==> config.mk <==
export PLATFORM = sky130hd
export DESIGN_NAME = axis_gear_and_limit_unit
export DESIGN_NICKNAME = d
export VERILOG_FILES = /design/src/shared/axis_gear_pkg.sv /design/src/hw/axis_gear_and_limit_unit.sv
export SDC_FILE = /design/constraint.sdc
export NUM_CORES = 2
export LEC_CHECK = 0
export BUFFER_PORTS_ARGS = -buffer_cell sky130_fd_sc_hd__buf_2
export CAP_MARGIN = 20
export CORE_MARGIN = 1
export CORE_UTILIZATION = 59
export CTS_CLUSTER_DIAMETER = 200
export DETAILED_ROUTE_END_ITERATION = 8
export PLACE_DENSITY = 0.76
export SYNTH_ARGS = -nofsm -noshare
export SYNTH_HDL_FRONTEND = slang
export SYNTH_SLANG_ARGS = --single-unit
==> constraint.sdc <==
create_clock -name clk -period 8.7 [get_ports clk]
set_input_delay 1.74 -clock clk [delete_from_list [all_inputs] [get_ports clk]]
set_output_delay 1.74 -clock clk [all_outputs]
set_load 0.01 [all_outputs]
==> src/shared/axis_gear_pkg.sv <==
/*
  shared definitions for the axis gear and limit unit: register map,
  reset values, unit codes, error code and struct carriers.
  assumes a single 25 MHz clock and a plain strobe register port.
*/
package axis_gear_pkg;

  // ----------------------------------------------------------------
  // register offsets
  // ----------------------------------------------------------------
  localparam logic [3:0] ADDR_CTRL      = 4'h0;
  localparam logic [3:0] ADDR_PULSES    = 4'h1;
  localparam logic [3:0] ADDR_TRAVEL    = 4'h2;
  localparam logic [3:0] ADDR_UPPER     = 4'h3;
  localparam logic [3:0] ADDR_LOWER     = 4'h4;
  localparam logic [3:0] ADDR_WINDOW    = 4'h5;
  localparam logic [3:0] ADDR_BACKLASH  = 4'h6;
  localparam logic [3:0] ADDR_TARGET    = 4'h7;
  localparam logic [3:0] ADDR_CURRENT   = 4'h8;
  localparam logic [3:0] ADDR_MOVE      = 4'h9;
  localparam logic [3:0] ADDR_STATUS    = 4'hA;
  localparam logic [3:0] ADDR_REMAINDER = 4'hB;
  localparam logic [3:0] ADDR_PULSEOUT  = 4'hC;

  // ----------------------------------------------------------------
  // ctrl fields
  // ----------------------------------------------------------------
  localparam int CTRL_UNIT_LSB  = 0;
  localparam int CTRL_SPEED10   = 2;
  localparam int CTRL_POSCTL    = 3;

  // ----------------------------------------------------------------
  // event strobe register bits (write one to trigger)
  // ----------------------------------------------------------------
  localparam int EV_HOME_DONE   = 0;
  localparam int EV_CURCHG_DONE = 1;
  localparam int EV_SPDSW_START = 2;
  localparam int EV_PITCH_START = 3;
  localparam int EV_POS_START   = 4;
  localparam int EV_APPLY       = 5;

  // ----------------------------------------------------------------
  // reset values and codes
  // ----------------------------------------------------------------
  localparam logic [1:0]  UNIT_MM       = 2'h0;
  localparam logic [1:0]  UNIT_INCH     = 2'h1;
  localparam logic [1:0]  UNIT_DEGREE   = 2'h2;
  localparam logic [1:0]  UNIT_PULSE    = 2'h3;
  localparam logic [31:0] RST_PULSES    = 32'h00004E20;
  localparam logic [31:0] RST_TRAVEL    = 32'h00004E20;
  localparam logic [31:0] RST_UPPER     = 32'h7FFFFFFF;
  localparam logic [31:0] RST_LOWER     = 32'h00000000;
  localparam logic [31:0] RST_WINDOW    = 32'h00000064;
  localparam logic [31:0] RST_BACKLASH  = 32'h00000000;
  localparam logic [7:0]  ERR_STROKE    = 8'h6A;
  localparam logic [7:0]  ERR_NONE      = 8'h00;
  localparam logic [31:0] SPEED_MULT    = 32'h0000000A;
  localparam int          CYCLE_PERIOD_NS = 40;

  // ----------------------------------------------------------------
  // carriers
  // ----------------------------------------------------------------
  typedef struct packed {
    logic [1:0]  unit;
    logic        speed10;
    logic [31:0] pulses_per_rev;
    logic [31:0] travel_per_rev;
    logic [31:0] upper;
    logic [31:0] lower;
    logic [31:0] window;
  } axis_param_t;

  typedef struct packed {
    logic        busy;
    logic        pulse_valid;
    logic [31:0] pulses;
  } conv_out_t;

endpackage

==> src/hw/axis_gear_and_limit_unit.sv <==
/*
  one axis of gear conversion, stroke check and in-position flag.
  assumes software drives the strobe port on clk, one strobe per cycle,
  and that the peripheral keeps backlash within the servo limit.
*/
// Summary of operation
// RULE1 - scale travel to pulses by gear ratio
// RULE2 - keep sub-pulse remainder, carry whole pulses out
// RULE3 - clear remainder on home, change, switch, pitch
// RULE4 - millimetre travel counted in 0.1 micrometre steps
// RULE5 - signed upper bound, reset to maximum
// RULE6 - signed lower bound, reset to zero
// RULE7 - in-position flag when distance within window
// RULE8 - degree axes may multiply speed by ten
// RULE9 - peripheral keeps backlash under servo limit
// RULE10 - two-bit unit code, default pulse
// RULE11 - out-of-stroke start refused with code 106
// RULE12 - window compared every cycle under position control
// RULE13 - exact integer divide, remainder kept per axis
// RULE14 - new settings take effect only at boundary; posctl takes effect on its ctrl write, without an apply
module axis_gear_and_limit_unit #(
  parameter int DIV_BITS = 64
) (
  input  wire logic        clk,
  input  wire logic        resetn,
  input  wire logic [3:0]  addr,
  input  wire logic [31:0] wdata,
  input  wire logic        wr,
  input  wire logic        rd,
  output logic      [31:0] rdata,
  output logic             cmd_inpos_flag,
  output logic             speed_x10,
  output logic             pulse_valid,
  output logic      [31:0] pulse_count
);

  // ----------------------------------------------------------------
  // shadow and active settings
  // ----------------------------------------------------------------
  axis_gear_pkg::axis_param_t shadow, next_shadow, active, next_active;
  logic        posctl, next_posctl;
  logic [31:0] backlash, next_backlash;
  logic [31:0] target, next_target;
  logic [31:0] current, next_current;
  logic [31:0] move, next_move;
  logic [7:0]  err, next_err;
  logic [5:0]  ev;
  logic        busy;

  assign ev = (wr && addr == axis_gear_pkg::ADDR_STATUS) ? wdata[5:0] : 6'h00;

  always_comb
  begin
    next_shadow   = shadow;
    next_active   = active;
    next_posctl   = posctl;
    next_backlash = backlash;
    next_target   = target;
    next_current  = current;
    if (wr)
    begin
      unique case (addr)
        axis_gear_pkg::ADDR_CTRL:
        begin
          next_shadow.unit    = wdata[axis_gear_pkg::CTRL_UNIT_LSB +: 2]; // see RULE10
          next_shadow.speed10 = wdata[axis_gear_pkg::CTRL_SPEED10];
          next_posctl         = wdata[axis_gear_pkg::CTRL_POSCTL];
        end
        axis_gear_pkg::ADDR_PULSES:   next_shadow.pulses_per_rev = wdata;
        axis_gear_pkg::ADDR_TRAVEL:   next_shadow.travel_per_rev = wdata; // see RULE4
        axis_gear_pkg::ADDR_UPPER:    next_shadow.upper = wdata; // see RULE5
        axis_gear_pkg::ADDR_LOWER:    next_shadow.lower = wdata; // see RULE6
        axis_gear_pkg::ADDR_WINDOW:   next_shadow.window = wdata;
        axis_gear_pkg::ADDR_BACKLASH: next_backlash = wdata; // see RULE9
        axis_gear_pkg::ADDR_TARGET:   next_target = wdata;
        axis_gear_pkg::ADDR_CURRENT:  next_current = wdata;
        default:
        begin
        end
      endcase
    end
    // settings only move across while no conversion is in flight,
    // and never beside a start, which would mix two ratios in one run
    if (ev[axis_gear_pkg::EV_APPLY] && !busy && !ev[axis_gear_pkg::EV_POS_START])
      next_active = shadow; // see RULE14
  end

  always_ff @(posedge clk)
  begin
    if (!resetn)
    begin
      shadow.unit           <= axis_gear_pkg::UNIT_PULSE;
      shadow.speed10        <= 1'b0;
      shadow.pulses_per_rev <= axis_gear_pkg::RST_PULSES;
      shadow.travel_per_rev <= axis_gear_pkg::RST_TRAVEL;
      shadow.upper          <= axis_gear_pkg::RST_UPPER;
      shadow.lower          <= axis_gear_pkg::RST_LOWER;
      shadow.window         <= axis_gear_pkg::RST_WINDOW;
      active.unit           <= axis_gear_pkg::UNIT_PULSE;
      active.speed10        <= 1'b0;
      active.pulses_per_rev <= axis_gear_pkg::RST_PULSES;
      active.travel_per_rev <= axis_gear_pkg::RST_TRAVEL;
      active.upper          <= axis_gear_pkg::RST_UPPER;
      active.lower          <= axis_gear_pkg::RST_LOWER;
      active.window         <= axis_gear_pkg::RST_WINDOW;
      posctl                <= 1'b0;
      backlash              <= axis_gear_pkg::RST_BACKLASH;
      target                <= 32'h00000000;
      current               <= 32'h00000000;
    end
    else
    begin
      shadow   <= next_shadow;
      active   <= next_active;
      posctl   <= next_posctl;
      backlash <= next_backlash;
      target   <= next_target;
      current  <= next_current;
    end
  end

  // ----------------------------------------------------------------
  // conversion: (move * pulses + remainder) / travel, restoring divide
  // ----------------------------------------------------------------
  typedef enum logic [2:0] {
    S_IDLE = 3'b001,
    S_DIV  = 3'b010,
    S_DONE = 3'b100
  } conv_state_t;

  conv_state_t           state, next_state;
  logic [DIV_BITS-1:0]   dividend, next_dividend;
  logic [DIV_BITS-1:0]   quot, next_quot;
  logic [DIV_BITS:0]     part, next_part;
  logic [6:0]            step, next_step;
  logic                  neg, next_neg;
  logic [31:0]           rem, next_rem;
  logic                  stroke_ok;
  logic                  next_pulse_valid;
  logic [31:0]           next_pulse_count;
  logic [31:0]           mag;
  logic [DIV_BITS:0]     trial;
  logic                  clear_rem;

  assign busy      = (state != S_IDLE);
  // signed stroke window check on the fed position
  assign stroke_ok = ($signed(current) <= $signed(active.upper)) && ($signed(current) >= $signed(active.lower));
  assign mag       = move[31] ? 32'(-$signed(move)) : move;
  assign clear_rem = |ev[axis_gear_pkg::EV_PITCH_START:axis_gear_pkg::EV_HOME_DONE];
  assign trial     = {part[DIV_BITS-1:0], dividend[DIV_BITS-1]};

  always_comb
  begin
    next_state       = state;
    next_dividend    = dividend;
    next_quot        = quot;
    next_part        = part;
    next_step        = step;
    next_neg         = neg;
    next_rem         = rem;
    next_move        = move;
    next_err         = err;
    next_pulse_valid = 1'b0;
    next_pulse_count = pulse_count;
    if (wr && addr == axis_gear_pkg::ADDR_MOVE && !busy)
      next_move = wdata;
    unique case (state)
      S_IDLE:
      begin
        if (ev[axis_gear_pkg::EV_POS_START])
        begin
          if (!stroke_ok)
            next_err = axis_gear_pkg::ERR_STROKE; // see RULE11
          else
          begin
            next_err      = axis_gear_pkg::ERR_NONE;
            next_neg      = move[31];
            // remainder is kept as a magnitude and added to the travel whatever its direction
            next_dividend = DIV_BITS'(mag) * DIV_BITS'(active.pulses_per_rev) + DIV_BITS'(rem); // see RULE1
            next_quot     = '0;
            next_part     = '0;
            next_step     = 7'(DIV_BITS);
            next_state    = S_DIV;
          end
        end
      end
      S_DIV:
      begin
        // one quotient bit per cycle keeps the divider exact and small
        next_dividend = {dividend[DIV_BITS-2:0], 1'b0};
        if (trial >= {1'b0, DIV_BITS'(active.travel_per_rev)})
        begin
          next_part = trial - {1'b0, DIV_BITS'(active.travel_per_rev)}; // see RULE13
          next_quot = {quot[DIV_BITS-2:0], 1'b1};
        end
        else
        begin
          next_part = trial;
          next_quot = {quot[DIV_BITS-2:0], 1'b0};
        end
        next_step = step - 7'h01;
        if (step == 7'h01)
          next_state = S_DONE;
      end
      S_DONE:
      begin
        next_rem         = part[31:0]; // see RULE2
        next_pulse_count = neg ? 32'(-$signed(quot[31:0])) : quot[31:0];
        next_pulse_valid = 1'b1;
        next_state       = S_IDLE;
      end
      default:
        next_state = S_IDLE;
    endcase
    if (clear_rem && state == S_IDLE)
      next_rem = 32'h00000000; // see RULE3
  end

  always_ff @(posedge clk)
  begin
    if (!resetn)
    begin
      state       <= S_IDLE;
      dividend    <= '0;
      quot        <= '0;
      part        <= '0;
      step        <= 7'h00;
      neg         <= 1'b0;
      rem         <= 32'h00000000;
      move        <= 32'h00000000;
      err         <= axis_gear_pkg::ERR_NONE;
      pulse_valid <= 1'b0;
      pulse_count <= 32'h00000000;
    end
    else
    begin
      state       <= next_state;
      dividend    <= next_dividend;
      quot        <= next_quot;
      part        <= next_part;
      step        <= next_step;
      neg         <= next_neg;
      rem         <= next_rem;
      move        <= next_move;
      err         <= next_err;
      pulse_valid <= next_pulse_valid;
      pulse_count <= next_pulse_count;
    end
  end

  // ----------------------------------------------------------------
  // in-position flag, speed option and read port
  // ----------------------------------------------------------------
  logic        next_inpos, next_x10;
  logic [31:0] diff, next_rdata;

  assign diff = target - current;

  always_comb
  begin
    // signed distance, window covers both sides of the target
    next_inpos = posctl && ($signed(diff) <= $signed(active.window)) && ($signed(diff) >= -$signed(active.window)); // see RULE7 see RULE12
    next_x10   = active.speed10 && (active.unit == axis_gear_pkg::UNIT_DEGREE); // see RULE8
    next_rdata = 32'h00000000;
    if (rd)
    begin
      unique case (addr)
        axis_gear_pkg::ADDR_CTRL:      next_rdata = {28'h0000000, posctl, shadow.speed10, shadow.unit};
        axis_gear_pkg::ADDR_PULSES:    next_rdata = shadow.pulses_per_rev;
        axis_gear_pkg::ADDR_TRAVEL:    next_rdata = shadow.travel_per_rev;
        axis_gear_pkg::ADDR_UPPER:     next_rdata = shadow.upper;
        axis_gear_pkg::ADDR_LOWER:     next_rdata = shadow.lower;
        axis_gear_pkg::ADDR_WINDOW:    next_rdata = shadow.window;
        axis_gear_pkg::ADDR_BACKLASH:  next_rdata = backlash;
        axis_gear_pkg::ADDR_TARGET:    next_rdata = target;
        axis_gear_pkg::ADDR_CURRENT:   next_rdata = current;
        axis_gear_pkg::ADDR_MOVE:      next_rdata = move;
        axis_gear_pkg::ADDR_STATUS:    next_rdata = {20'h00000, err, 1'b0, busy, speed_x10, cmd_inpos_flag};
        axis_gear_pkg::ADDR_REMAINDER: next_rdata = rem;
        axis_gear_pkg::ADDR_PULSEOUT:  next_rdata = pulse_count;
        default:                       next_rdata = 32'h00000000;
      endcase
    end
  end

  always_ff @(posedge clk)
  begin
    if (!resetn)
    begin
      cmd_inpos_flag <= 1'b0;
      speed_x10      <= 1'b0;
      rdata          <= 32'h00000000;
    end
    else
    begin
      cmd_inpos_flag <= next_inpos;
      speed_x10      <= next_x10;
      rdata          <= next_rdata;
    end
  end
endmodule

==> flow_summary_export.csv <==
group,metric,value,unit
status,status,"finished, violations left",
status,failed_checks,"setup timing",
finish,drive_above_1_share,0.1216,
logic_synthesis,synth_cell_types,79,
sta,setup_violations,33,
logic_synthesis,ys_seq_area_frac,0.2072,
floorplan,dieArea,0.1203,mm²
sta,fin_skew,0.04195,ns
global_routing,grt_pass1_vias,61768,
route,wire_per_inst,22.61,µm
route,drtIter0Drc,6916,
logic_synthesis,synth_edf_count,0,
logic_synthesis,synth_cells,8409,
logic_synthesis,synth_common_cells,"1599 x nand2_1, 1128 x inv_1, 930 x fa_1, 726 x dfxtp_1, 644 x a21oi_1",
logic_synthesis,synth_most_common_cell,"nand2_1",
clock_network,cts_max_level,3,
power,fin_total_pwr,0.007815,W
power,power-per-cell-area,98.84,mW/mm²
clock_network,clockBufferDepth,3,
route,routed_wl,228.3,mm
setup_path,cpMostUsedCell,"fa_1",
setup_path,critPathMaxStageDelay,0.57,ns
logic_synthesis,synthTopCellsByArea,"fa_1 27%, dfxtp_1 21%, nand2_1 8.6%",
sta,rsz0062_at_grt,"true",
floorplan,die-width,346.8,µm
floorplan,die_h,346.8,µm
clock_network,clock-sinks,726,
sta,max_clock_freq,110.0,MHz
floorplan,initial_core_util,0.5949,
logic_synthesis,syn_nets,9837,
route,drt_pass1_iterations,7,
logic_synthesis,synth-main-ff-cell,"dfxtp_1",
global_routing,grtUsageTotal,0.3771,
min_path,holdPathStages,1,
sta,layout_min_cycle_time,9.093,ns
route,drc,0,
sta,timing.final.ws_setup,-0.3935,ns
setup_path,critPathLaunchType,"register",
power,p_leak,36.23,nW
clock_network,cts_made_buffers,80,
global_routing,grt_max_degree,202,
logic_synthesis,ys_ff_latch,726,
sta,hold_violations,0,
placement,dp_hpwl,171.6,mm
setup_path,r2r_slack,-0.39,ns
setup_path,rr_worst_depth,33,
flow_run,drv_cap,0,
setup_path,cp.required,9.24,ns
finish,nNetsFinal,9919,
placement,place_congestion,1.017,
sta,worstMarginPinSlew,1.183,ns
finish,fillers,9329,
setup_path,worst_setup_path_end_kind,"register",
sta,maxSlewHeadroom,0.2040,
floorplan,ios,107,
placement,portBuffers,106,
logic_synthesis,synth_top_cell_by_area,"fa_1",
setup_path,worst-path-max-fanout,6,
global_routing,antenna_found_initial,11,
clock_network,cts_tree,"yes",
finish,synthToLayoutAreaGrowth,12.71,%
route,ant_nets,0,
setup_path,path_class,"register to register",
floorplan,rows,126,
setup_path,critPathArrivalTime,9.64,ns
sta,drv_slew,0,
logic_synthesis,async_flop_share,0,
clock_network,clkTransAtPathRegs,0.06,ns
logic_synthesis,yosysWarnings,0,
finish,utilization,0.6705,
logic_synthesis,avgSynthCellArea,8.343,µm²
route,vias,61604,
sta,period_share,1.045,
route,avgViaCountPerCell,6.101,
clock_network,root_buffer,"clkbuf_16",
min_path,min_path_type,"register to register",
clock_network,clkLatencyLatePin,0.70,ns
logic_synthesis,synth_area,0.07015,mm²
setup_path,cp_slowest_cell,"fa_1",
power,ir_worst_vdd,181.3,µV
global_routing,grt_pass1_wl,353.4,mm
sta,fin_setup_tns,-6.068,ns
global_routing,overflow,0,
logic_synthesis,synth_top_area_frac,0.2654,
floorplan,fp.coreArea,0.1179,mm²
==> layout make-up <==
type,count,area [µm²],share of cell area
Timing Repair Buffer,542,4288,0.05423
Antenna cell,7,17.52,0.0002215
Multi-Input combinational cell,6013,51340,0.6493
Clock buffer,118,2345,0.02965
Tap cell,1536,1922,0.02431
Clock inverter,28,377.9,0.004779
Sequential cell,726,14540,0.1839
Inverter,1128,4242,0.05364
==> where the power goes <==
group | switching, W | leakage (nW) | total [W] | internal, W
combinational | 0.000556 | 29.0 | 0.000876 | 0.000320
clock | 0.00152 | 1.34 | 0.00356 | 0.00204
sequential | 0.0000264 | 5.86 | 0.00338 | 0.00335
total | 0.00211 | 36.2 | 0.00782 | 0.00571
==> worst paths after layout <==
kind | from | endpoint
max | move[8]$_SDFFE_PN0P_ | dividend[63]$_SDFFE_PN0P_
min | active[161]$_SDFFE_PN1P_ | speed_x10$_SDFF_PN0_
max reg2reg | move[8]$_SDFFE_PN0P_ | dividend[63]$_SDFFE_PN0P_
min reg2reg | active[161]$_SDFFE_PN1P_ | speed_x10$_SDFF_PN0_
==> per-layer routing <==
| metal | share of wire | track usage | wire, µm |
|---|---|---|---|
| met5 | 0.00022 | 0 | 50 |
| met3 | 0.11 | 0.09284 | 25110 |
| met2 | 0.45 | 0.5872 | 102000 |
| met1 | 0.38 | 0.4855 | 87010 |
| met4 | 0.062 | 0.1989 | 14150 |
==> flip-flops by register name (all words and copies together) (netlist names) <==
name,flops
backlash,32
pulse_valid,1
current,32
move,32
rem,32
neg,1
target,32
shadow,163
active,163
quot,32
pulse_count,32
state,3
rdata,32
cmd_inpos_flag,1
step,7
part,64
err,1
dividend,64
posctl,1
speed_x10,1
==> cells in the final DEF (no fill, tap or decap), types with 45 or more instances in the layout <==
cell       synthesis  routed
a211oi_1          77      72
a21o_1            83      83
a21oi_1          644     608
a221oi_1          65      63
a22o_1            61      61
a22oi_1           56      56
a31oi_1           50      49
and2_1           610     580
buf_2              8     105
buf_4              1     366
buf_6              2      47
clkbuf_16          0      80
dfxtp_1          726     722
fa_1             930     897
ha_1             458     428
inv_1           1128    1090
nand2_1         1599    1590
nand3_1           85      81
nand4_1           63      63
nor2_1           250     228
nor3_1            61      45
o211ai_1          54      54
o21ai_0          196     161
xnor2_1          154     121
xor2_1            65      61
==> metrics by stage <==
stage	cells	hold slack (ns)	setup slack (ns)	instance area, µm²
4_1_cts	10071	0.4364	-0.1856	77850
2_1_floorplan	8409	0.3971	0.001928	70210
6_report	10098	0.4336	-0.3935	79070
3_5_place_dp	9890	0.4300	-0.6455	74000
5_1_grt	10092	0.4463	-0.6916	79050
3_3_place_gp	9889	0.4073	-0.5110	73980
==> cell families after synthesis <==
logic type | synth area share
AND/OR/NAND/NOR | 0.1885
buffers and inverters | 0.08982
AO/OA/AOI/OAI | 0.1339
adder cells (fa/ha/maj) | 0.3471
flip-flops | 0.2072
XOR/XNOR | 0.02734
multiplexers | 0.006296
==> critical path: cells and delay by family (launching register included) <==
kind                     cells  cell delay, ns
XOR/XNOR                     2            0.30
flip-flops                   1            0.32
AND/OR/NAND/NOR              8            2.00
buffers and inverters        9            0.98
AO/OA/AOI/OAI                5            0.99
adder cells (fa/ha/maj)      9            4.34
==> what timing repair did <==
item	4_1_cts	5_1_grt
setup buffers	31	26
resized for setup	167	257
pin swaps	106	143
endpoints found under the setup margin	37	44
hold buffers	0	0
gates cloned	5	0
Note: power is estimated with default switching activity, not from simulation.
